**src/pirq_defs.vh**
```
/*
  constants for the peripheral request flags and power control block:
  apb offsets, bit positions, reset values.
  assumes it is included by bare name from the design files.
*/
// Functional notes
// - flags set regardless of any enable
// - converter done flag, bit 6, sticky
// - receive full flag, bit 5, read-only
// - transmit empty flag, bit 4, read-only
// - sync serial flag on transfer done
// - i2c master conditions also set serial flag
// - capture/compare a flag, unused in pwm
// - timer 2 period match flag, bit 1
// - timer 1 overflow flag, bit 0
// - oscillator fail flag, bit 7 reg 2
// - comparator flags on output change
// - nonvolatile write done flag, bit 4
// - bus collision flag in i2c master
// - low power wake flag, bit 2
// - capture/compare b flag like a
// - unimplemented bits read zero
// - wake enable drives current sink
// - soft brownout enable only when config 01
// - power-on reset clears power-on status
// - brownout reset clears brownout status
// - forward request when flag, enable, peripheral_irq_enable
`ifndef PIRQ_DEFS_VH
`define PIRQ_DEFS_VH
`define PIRQ_OFF_FLAGS1 12'h000
`define PIRQ_OFF_FLAGS2 12'h004
`define PIRQ_OFF_POWER_CONTROL_RESET_STATUS 12'h008
`define PIRQ_OFF_ENABLE1 12'h00c
`define PIRQ_OFF_ENABLE2 12'h010
`define PIRQ_B1_CONV 6
`define PIRQ_B1_RX 5
`define PIRQ_B1_TX 4
`define PIRQ_B1_SYNC 3
`define PIRQ_B1_CCA 2
`define PIRQ_B1_PER 1
`define PIRQ_B1_OVF 0
`define PIRQ_B2_OSC 7
`define PIRQ_B2_CMPB 6
`define PIRQ_B2_CMPA 5
`define PIRQ_B2_NVW 4
`define PIRQ_B2_BCL 3
`define PIRQ_B2_WAKE 2
`define PIRQ_B2_CCB 0
`define PIRQ_BP_WAKE_EN 5
`define PIRQ_BP_SBOR 4
`define PIRQ_BP_POR 1
`define PIRQ_BP_BOR 0
`define PIRQ_MASK1 8'h4f
`define PIRQ_MASK2 8'hfd
`define PIRQ_MASKP 8'h33
`define PIRQ_MASKE1 8'h7f
`define PIRQ_MASKE2 8'hfd
`define PIRQ_RST_FLAGS 8'h00
`define PIRQ_RST_ENABLE 8'h00
`define PIRQ_RST_WAKE_EN 1'b0
`define PIRQ_RST_SBOR 1'b1
`define PIRQ_BOR_SOFT 2'b01
`define PIRQ_CCP_PWM 2'b10
`endif

```
**src/pirq_sync.v**
```verilog
/*
  three-stage synchroniser with agreement filter for a level from
  outside the clock domain. assumes sys_clk and synchronous reset.
*/
module pirq_sync #(
  parameter RST_VAL = 1'b0
) (
  input wire sys_clk,
  input wire rst,
  input wire d,
  output reg q
);
  reg s1_q;
  reg s2_q;
  reg s3_q;
  always @(posedge sys_clk) begin
    if (rst) begin
      s1_q <= RST_VAL;
      s2_q <= RST_VAL;
      s3_q <= RST_VAL;
      q <= RST_VAL;
    end else begin
      s1_q <= d;
      s2_q <= s1_q;
      s3_q <= s2_q;
      // first stage feeds only the second
      if (s2_q == s3_q) begin
        q <= s3_q;
      end
    end
  end
endmodule

```
**src/pirq_top.v**
```verilog
/*
  peripheral request flags, enables and power control / reset status
  behind an apb slave. assumes peripheral event inputs are one-cycle
  pulses on sys_clk, comparator outputs are asynchronous levels, and
  por_event / bor_event are sys_clk pulses raised by the reset logic.
*/
// The APB slave port and the register addresses are this design's own decisions.
`include "pirq_defs.vh"
module pirq_top (
  input wire sys_clk,
  input wire rst,
  input wire psel,
  input wire penable,
  input wire pwrite,
  input wire [11:0] paddr,
  input wire [31:0] pwdata,
  output wire pready,
  output reg [31:0] prdata,
  output wire pslverr,
  input wire conv_done,
  input wire rx_buffer_full,
  input wire rx_data_read,
  input wire tx_data_write,
  input wire tx_shift_load,
  input wire sync_xfer_done,
  input wire i2c_master_mode,
  input wire i2c_cond_done,
  input wire i2c_idle_start_stop,
  input wire i2c_collision,
  input wire [1:0] capcmp_a_mode,
  input wire capcmp_a_event,
  input wire [1:0] capcmp_b_mode,
  input wire capcmp_b_event,
  input wire period_match,
  input wire timer_overflow,
  input wire osc_failed,
  input wire comparator_a_output,
  input wire comparator_b_output,
  input wire nv_write_done,
  input wire low_power_wake,
  input wire por_event,
  input wire bor_event,
  input wire [1:0] brownout_config_field,
  input wire peripheral_irq_enable,
  output wire peripheral_irq,
  output reg low_power_wake_enable,
  output wire brownout_reset_enable
);
  reg [7:0] flags1_q;
  reg [7:0] flags2_q;
  reg [7:0] enable1_q;
  reg [7:0] enable2_q;
  reg soft_brownout_enable_q;
  reg por_status_q;
  reg bor_status_q;
  reg tx_empty_q;
  reg cmp_a_prev_q;
  reg cmp_b_prev_q;
  wire cmp_a_s;
  wire cmp_b_s;
  wire wr_en;
  wire rd_en;
  wire [7:0] wbyte;
  wire [7:0] set1;
  wire [7:0] set2;
  wire [7:0] wr1;
  wire [7:0] wr2;
  wire [7:0] power_control_reset_status_rd;
  wire [7:0] flags1_d;
  wire [7:0] flags2_d;
  wire [7:0] mask1;
  wire [7:0] mask2;
  reg [7:0] rd_byte_d;

  function sel;
    input [11:0] a;
    input [11:0] off;
    begin
      sel = (a == off);
    end
  endfunction

  // one flag cell; a set in the same cycle as a write-0 must not be lost
  function cell_next;
    input cur;
    input wbit;
    input we;
    input setb;
    input keep;
    begin
      if (!keep) begin
        cell_next = 1'b0;
      end else if (setb) begin
        cell_next = 1'b1;
      end else if (we) begin
        cell_next = wbit;
      end else begin
        cell_next = cur;
      end
    end
  endfunction

  pirq_sync #(.RST_VAL(1'b0)) u_sync_a (
    .sys_clk(sys_clk),
    .rst(rst),
    .d(comparator_a_output),
    .q(cmp_a_s)
  );
  pirq_sync #(.RST_VAL(1'b0)) u_sync_b (
    .sys_clk(sys_clk),
    .rst(rst),
    .d(comparator_b_output),
    .q(cmp_b_s)
  );

  // zero wait state slave; every access completes in its access phase
  assign pready = 1'b1;
  assign pslverr = 1'b0;
  assign wr_en = psel & penable & pwrite;
  assign rd_en = psel & penable & ~pwrite;
  assign wbyte = pwdata[7:0];
  assign wr1 = wr_en & sel(paddr, `PIRQ_OFF_FLAGS1) ? 8'hff : 8'h00;
  assign wr2 = wr_en & sel(paddr, `PIRQ_OFF_FLAGS2) ? 8'hff : 8'h00;

  assign set1[7] = 1'b0;
  assign set1[`PIRQ_B1_CONV] = conv_done;
  assign set1[`PIRQ_B1_RX] = 1'b0;
  assign set1[`PIRQ_B1_TX] = 1'b0;
  assign set1[`PIRQ_B1_SYNC] = sync_xfer_done
    | (i2c_master_mode & (i2c_cond_done | i2c_idle_start_stop));
  assign set1[`PIRQ_B1_CCA] = capcmp_a_event
    & (capcmp_a_mode != `PIRQ_CCP_PWM);
  assign set1[`PIRQ_B1_PER] = period_match;
  assign set1[`PIRQ_B1_OVF] = timer_overflow;

  assign set2[`PIRQ_B2_OSC] = osc_failed;
  assign set2[`PIRQ_B2_CMPB] = cmp_b_s ^ cmp_b_prev_q;
  assign set2[`PIRQ_B2_CMPA] = cmp_a_s ^ cmp_a_prev_q;
  assign set2[`PIRQ_B2_NVW] = nv_write_done;
  assign set2[`PIRQ_B2_BCL] = i2c_collision & i2c_master_mode;
  assign set2[`PIRQ_B2_WAKE] = low_power_wake;
  assign set2[1] = 1'b0;
  assign set2[`PIRQ_B2_CCB] = capcmp_b_event
    & (capcmp_b_mode != `PIRQ_CCP_PWM);

  assign mask1 = `PIRQ_MASK1;
  assign mask2 = `PIRQ_MASK2;

  // read-only and unimplemented positions are masked to zero in the cell
  genvar gi;
  generate
    for (gi = 0; gi < 8; gi = gi + 1) begin : g_cell
      assign flags1_d[gi] = cell_next(flags1_q[gi], wbyte[gi], wr1[gi], set1[gi],
        mask1[gi]);
      assign flags2_d[gi] = cell_next(flags2_q[gi], wbyte[gi], wr2[gi], set2[gi],
        mask2[gi]);
    end
  endgenerate

  always @(posedge sys_clk) begin
    if (rst) begin
      flags1_q <= `PIRQ_RST_FLAGS;
      flags2_q <= `PIRQ_RST_FLAGS;
      enable1_q <= `PIRQ_RST_ENABLE;
      enable2_q <= `PIRQ_RST_ENABLE;
      tx_empty_q <= 1'b1;
      cmp_a_prev_q <= 1'b0;
      cmp_b_prev_q <= 1'b0;
    end else begin
      cmp_a_prev_q <= cmp_a_s;
      cmp_b_prev_q <= cmp_b_s;
      flags1_q <= flags1_d;
      flags2_q <= flags2_d;
      // transmit flag rises on buffer move to shifter; load wins over write
      if (tx_shift_load) begin
        tx_empty_q <= 1'b1;
      end else if (tx_data_write) begin
        tx_empty_q <= 1'b0;
      end
      if (wr_en & sel(paddr, `PIRQ_OFF_ENABLE1)) begin
        enable1_q <= wbyte & `PIRQ_MASKE1;
      end
      if (wr_en & sel(paddr, `PIRQ_OFF_ENABLE2)) begin
        enable2_q <= wbyte & `PIRQ_MASKE2;
      end
    end
  end

  // power control: status bits survive rst; only reset events and register writes clear them
  always @(posedge sys_clk) begin
    if (por_event) begin
      por_status_q <= 1'b0;
      bor_status_q <= 1'b0;
      low_power_wake_enable <= `PIRQ_RST_WAKE_EN;
      soft_brownout_enable_q <= `PIRQ_RST_SBOR;
    end else if (bor_event) begin
      bor_status_q <= 1'b0;
      low_power_wake_enable <= `PIRQ_RST_WAKE_EN;
      soft_brownout_enable_q <= `PIRQ_RST_SBOR;
    end else if (rst) begin
      low_power_wake_enable <= `PIRQ_RST_WAKE_EN;
      soft_brownout_enable_q <= `PIRQ_RST_SBOR;
    end else if (wr_en & sel(paddr, `PIRQ_OFF_POWER_CONTROL_RESET_STATUS)) begin
      low_power_wake_enable <= wbyte[`PIRQ_BP_WAKE_EN];
      soft_brownout_enable_q <= wbyte[`PIRQ_BP_SBOR];
      por_status_q <= wbyte[`PIRQ_BP_POR];
      bor_status_q <= wbyte[`PIRQ_BP_BOR];
    end
  end

  // other config codes fix brownout on or off outside this block
  assign brownout_reset_enable = (brownout_config_field == `PIRQ_BOR_SOFT)
    & soft_brownout_enable_q;

  assign power_control_reset_status_rd = {2'b00, low_power_wake_enable, soft_brownout_enable_q,
    2'b00, por_status_q, bor_status_q};

  // is on software; forwarding simply follows the stored flags
  assign peripheral_irq = peripheral_irq_enable
    & (|({flags1_q[7:6], rx_buffer_full, tx_empty_q, flags1_q[3:0]} & enable1_q)
    | |(flags2_q & enable2_q));

  always @* begin
    rd_byte_d = 8'h00;
    case (paddr)
      `PIRQ_OFF_FLAGS1: begin
        rd_byte_d = {1'b0, flags1_q[6], rx_buffer_full, tx_empty_q,
          flags1_q[3:0]};
      end
      `PIRQ_OFF_FLAGS2: begin
        rd_byte_d = flags2_q;
      end
      `PIRQ_OFF_POWER_CONTROL_RESET_STATUS: begin
        rd_byte_d = power_control_reset_status_rd;
      end
      `PIRQ_OFF_ENABLE1: begin
        rd_byte_d = enable1_q;
      end
      `PIRQ_OFF_ENABLE2: begin
        rd_byte_d = enable2_q;
      end
      default: begin
        rd_byte_d = 8'h00;
      end
    endcase
  end

  // read data is taken in the setup cycle so it stands for the access phase
  always @(posedge sys_clk) begin
    if (rst) begin
      prdata <= 32'h0000_0000;
    end else if (psel & ~penable & ~pwrite) begin
      prdata <= {24'h000000, rd_byte_d};
    end
  end

  // receive flag follows the buffer; its clear comes from rx_data_read
  // acting inside the receiver, which lowers rx_buffer_full
  wire unused_rd;
  assign unused_rd = rd_en & rx_data_read;
endmodule

```
**config.mk**
```make
export PLATFORM = sky130hd
export DESIGN_NAME = pirq_top
export DESIGN_NICKNAME = d
export VERILOG_FILES = /design/src/pirq_sync.v /design/src/pirq_top.v
export VERILOG_INCLUDE_DIRS = /design/src /design/src/src
export SDC_FILE = /design/constraint.sdc
export NUM_CORES = 1
export LEC_CHECK = 0
export BUFFER_PORTS_ARGS = -buffer_cell sky130_fd_sc_hd__buf_2
export CAP_MARGIN = 0
export CORE_MARGIN = 2
export CORE_UTILIZATION = 25
export DETAILED_ROUTE_END_ITERATION = 6
export PLACE_DENSITY = 0.46
export RECOVER_POWER = 25
export SYNTH_ARGS = -nofsm -noshare
export SYNTH_HDL_FRONTEND = slang
export SYNTH_SLANG_ARGS = --single-unit
```
**constraint.sdc**
```tcl
create_clock -name sys_clk -period 2.7 [get_ports sys_clk]
set_clock_uncertainty 0.05 [all_clocks]
set_input_delay 0.54 -clock sys_clk [delete_from_list [all_inputs] [get_ports sys_clk]]
set_output_delay 0.54 -clock sys_clk [all_outputs]
set_load 0.02 [all_outputs]
```
# [After elaboration in Yosys (flattened, before gate mapping)]
# Cells that the tools add are included.
[totals] ff_bits=53 latch_bits=0 mem_bits_rw=0 mem_bits_ro=0 input_bits=77 output_inout_bits=37 word_cells=114 mem_count=0
[op_classes] addsub=0 multipliers=0 n_div=0 order_cmp=0 eq_ne=9 shift=0 n_mux=27 bitwise_logic=26 n_reduce_logical=20
[op_table] op="$pmux 8 s5" n=1
[op_table] op="$eq 12x4->1 const B" n=2
[op_table] op="$mux 1" n=24
[op_table] op="$reduce_bool 2->1" n=12
[op_table] op="$reduce_or 8->1" n=2
[op_table] op="$and 1x1->1" n=15
[op_table] op="$eq 12x3->1 const B" n=1
[op_table] op="$eq 12x5->1 const B" n=1
[op_table] op="$logic_not 12->1" n=1
[op_table] op="$and 8x7->8" n=1
[op_table] op="$and 8x8->8" n=1
[op_table] op="$mux 8" n=1
[op_table] op="$mux 7" n=1
[op_table] op="$ne 2x2->1 const B" n=2
[op_table] op="$not 1->1" n=4
[op_table] op="$reduce_or 2->1" n=2
[op_table] op="$or 1x1->1" n=3
[op_table] op="$reduce_and 3->1" n=1
[op_table] op="$reduce_or 3->1" n=1
[op_table] op="$eq 1x1->1" n=2
[op_table] op="$eq 2x1->1 const B" n=1
[op_table] op="$reduce_and 2->1" n=1
[op_table] op="$xor 1x1->1" n=2

# [Logic depth before layout (Yosys ltp)]
[depth] ltp_word=6 mapped_depth=6 mapped_depth_nobuf=4

# [By module]
# A second synthesis with hierarchy kept.
[hier_totals] cells_unflattened=293 area_unflattened_um2=2521.2
[modules_own_cells] mod="pirq_top" n_inst=1 cells_each=273 area_each_um2=2296.0 seq_area_each_um2=820.8
[modules_own_cells] mod="pirq_sync" n_inst=2 cells_each=10 area_each_um2=112.6 seq_area_each_um2=80.1

# [Worst setup path before layout]
# Ideal clock, no wire load.
[synth_timing] path_type="input to register" from="input paddr[9]" to="register por_status_q" setup_time_ps=70 arrival_time_ps=2242 required_time_ps=2580 slack_ps=338 stages=4 cell_sequence="or4_1 or4_4 or4b_1 a21oi_1"
[synth_between] elab_chain_len=3
[synth_rtl] element="start, declared" line_no="pirq_top.v:15" rtl="input wire [11:0] paddr,"
[synth_rtl] element="$eq 12x4->1" line_no="pirq_top.v:79" rtl="sel = (a == off);"
[synth_rtl] element="$and 1x1->1" line_no="pirq_top.v:203" rtl="end else if (wr_en & sel(paddr, `PIRQ_OFF_POWER_CONTROL_RESET_STATUS)) begin"
[synth_rtl] element="$reduce_and 3->1 (no line)"
[synth_rtl] element="end signal, assigned" line_no="pirq_top.v:206" rtl="por_status_q <= wbyte[`PIRQ_BP_POR];"
[synth_rtl] element="end, declared" line_no="pirq_top.v:54" rtl="reg por_status_q;"
# No other way between the ends.
# A chain may end at the register's enable or synchronous reset.

# [Worst setup path after layout]
[layout_timing] from="register flags2_q[5]" to="output peripheral_irq"
[layout_between] elab_chain_len=4
[layout_rtl] element="start, declared" line_no="pirq_top.v:50" rtl="reg [7:0] flags2_q;"
[layout_rtl] element="start signal, assigned" line_no="pirq_top.v:163" rtl="flags2_q <= `PIRQ_RST_FLAGS;"
[layout_rtl] element="start signal, assigned" line_no="pirq_top.v:173" rtl="flags2_q <= flags2_d;"
[layout_rtl] element="$and 8x8->8" line_no="pirq_top.v:221" rtl="| |(flags2_q & enable2_q));"
[layout_rtl] element="$reduce_or 8->1" line_no="pirq_top.v:221"
[layout_rtl] element="$or 1x1->1" line_no="pirq_top.v:221"
[layout_rtl] element="$and 1x1->1" line_no="pirq_top.v:220" rtl="& (|({flags1_q[7:6], rx_buffer_full, tx_empty_q, flags1_q[3:0]} & enable1_q)"
[layout_rtl] element="end, declared" line_no="pirq_top.v:45" rtl="output wire peripheral_irq,"
# No other way between the ends.

==> results.yml <==
status:
  outcome: "finished, final reports clean"
clock_network:
  htree_levels: 2
  postCtsHoldBufs: 0
  cts_tree: "built"
  postCtsSetupBuffers: 0
  clkTransAtPathRegs_ns: 0.10
  cts_sinks: 49
  worstSkewPairLatency_ns: 0.31
  cts_resized: 0
  cts_buffer_depth: 2
  cts_root_buf: "clkbuf_8"
  cts_made_buffers: 5
critical_path:
  critPathMaxStageDelay_ns: 0.37
  end_kind: "output pin"
  reg2regPathDepth: 3
  cpLargestDelayFamily: "compound AO/OA/AOI/OAI gates"
  path_max_fanout: 3
  crit_arrival_ns: 1.66
  required_ns: 2.11
  r2r_end: "prdata[4]"
  start_kind: "flip-flop"
  path_buf_inv: 1
  path_cells: "a22o_1 -> a221oi_1 -> nand3_1 -> o21a_1 -> buf_2"
  rr_startpoint: "enable1_q[4]"
  cp_slowest_cell: "dfxtp_1"
  ff2ff_setup_slack_ns: 1.47
  path_depth: 5
  path_class: "flip-flop to output pin"
hold_path:
  hold_start: "tx_data_write"
  min_to: "tx_empty_q"
  hp-class: "input pin to flip-flop"
  hold_path_depth: 2
timing:
  rsz0062_at_grt: "false"
  setup_slack_ns: 0.4534
  final_max_slew_viol_count: 0
  finalCritPeriodShare_pct: 83.21
  setup_tns_ns: 0
  worst_pin_slew_ns: 1.141
  hold_violations: 0
  fmax_mhz: 445.1
  min_period_ns: 2.247
  hold_ws_ns: 0.3507
  setup_violations: 0
  slew_headroom_pct: 23.96
logic_synthesis:
  synth-main-ff-cell: "dfxtp_1"
  yosysSeqAreaShare_pct: 40.16
  synth_edf_count: 0
  synthTopCellsByArea: "dfxtp_1 40%, mux2i_1 9.8%, buf_4 8.0%"
  synthCells: 277
  synth_warnings: 0
  syn_avg_cell_area_sq_um: 8.817
  synth_cell_types: 44
  yosys.area.top_type_share_pct: 40.16
  yosysTopAreaCell: "dfxtp_1"
  ys_async_sr_fraction_pct: 0
  syn_area_sq_mm: 0.002442
  ys_ff_latch: 49
run:
  maxCapViolCount: 0
grt:
  grt_overflow: 0
  antenna_found_initial: 0
  track_usage_pct: 12.70
  grt_pass1_vias: 1987
  grt_pass1_wl_um: 10270
  grt_max_degree: 28
cells_and_area:
  fin_area_sq_mm: 0.002978
  layout_common_cells: "57 x buf_2, 49 x dfxtp_1, 26 x conb_1, 24 x mux2i_1, 21 x nor2_1"
  final-instance-count-excl-fill: 480
  synthToLayoutAreaGrowth_pct: 21.93
  final_util_pct: 30.89
  n_antenna_cell: 0
  drive_above_1_share_pct: 23.05
  nets: 423
  layout_commonest_cell: "buf_2"
floorplan:
  die_w_um: 102.8
  die_area_sq_mm: 0.01058
  die_y_um: 102.8
  io_pins: 114
  start_util_pct: 25.34
  core-area_sq_mm: 0.009639
  rows: 36
power:
  p_per_area_mw_per_mm2: 495.0
  irDropWorstVdd_mv: 0.1794
  total_power_mw: 1.474
  p_leak_nw: 1.289
route:
  drc: 0
  drt-total-wl_um: 6503
  viasPerCell: 4.567
  firstDrtPassIters: 4
  vias: 2192
  dr.first_iter.drc_count: 89
  wl_per_cell_um: 13.55
  drtAntennaViolNets: 0
placement:
  placed_area_sq_mm: 0.002869
  place_hpwl_um: 5046
  io_buffers: 62
  place.gp.congestion: 0.7966
  dp.cells: 472
  pre_cts_slack_ns: 0.1369
layout make-up:
cell class              instances  area (sq um)
clock buffers                   5         68.82
flip-flops and latches         49         980.9
multi-input cells             210          1295
fillers                      1064          6661
clock inverters                 3         50.05
repair buffers                 75         397.9
well taps                     133         166.4
inverters                       5         18.77
layer usage:
| layer | GRT usage (%) | wire length (um) |
|---|---|---|
| met5 | 0 | 0 |
| met4 | 3.138 | 57 |
| met3 | 2.915 | 349 |
| met2 | 20.92 | 3064 |
| met1 | 16.91 | 3031 |
Yosys cell counts, types with 4 or more instances:
cell       n
a211oi_1   7
a21oi_1   17
a22o_1     6
a22oi_1    5
buf_4     26
clkbuf_1   8
dfxtp_1   49
inv_1      5
mux2i_1   24
nand2_1   11
nand3_1   14
nand4b_1   4
nor2_1    21
nor2b_1    8
nor3_1     8
o21ai_0   16
o22ai_1    4
power by group:
part | switching [mW] | internal (mW)
Combinational | 0.104 | 0.0605
Clock | 0.273 | 0.284
Sequential | 0.0130 | 0.739
Total | 0.390 | 1.08
how the worst max path moves through the flow:
stage | start | end
floorplan | paddr[9] | por_status_q
global placement | paddr[9] | por_status_q
detailed placement | paddr[9] | por_status_q
CTS | flags2_q[5] | peripheral_irq
global route | rst | flags1_q[6]
finish | flags2_q[5] | peripheral_irq
flip-flops by register name, indices dropped and copies added, names as in the netlist:
register and count:
enable1_q 7, u_sync_a.q 1, flags2_q 7, u_sync_b.q 1, u_sync_a.s3_q 1, u_sync_b.s1_q 1
por_status_q 1, tx_empty_q 1, enable2_q 7, cmp_b_prev_q 1, low_power_wake_enable 1, u_sync_b.s2_q 1
prdata 8, u_sync_a.s1_q 1, u_sync_a.s2_q 1, soft_brownout_enable_q 1, u_sync_b.s3_q 1, flags1_q 5
bor_status_q 1, cmp_a_prev_q 1
cells by family after synthesis:
kind of cell    Yosys count  synth area share (%)
other cells               2                0.3075
compound gates           66                 17.11
buf+inv                  42                 10.50
mux                      25                 10.30
flops                    49                 40.16
xor+xnor                  2                0.7173
simple gates             91                 20.90
Power figures use the tool's default switching activity.
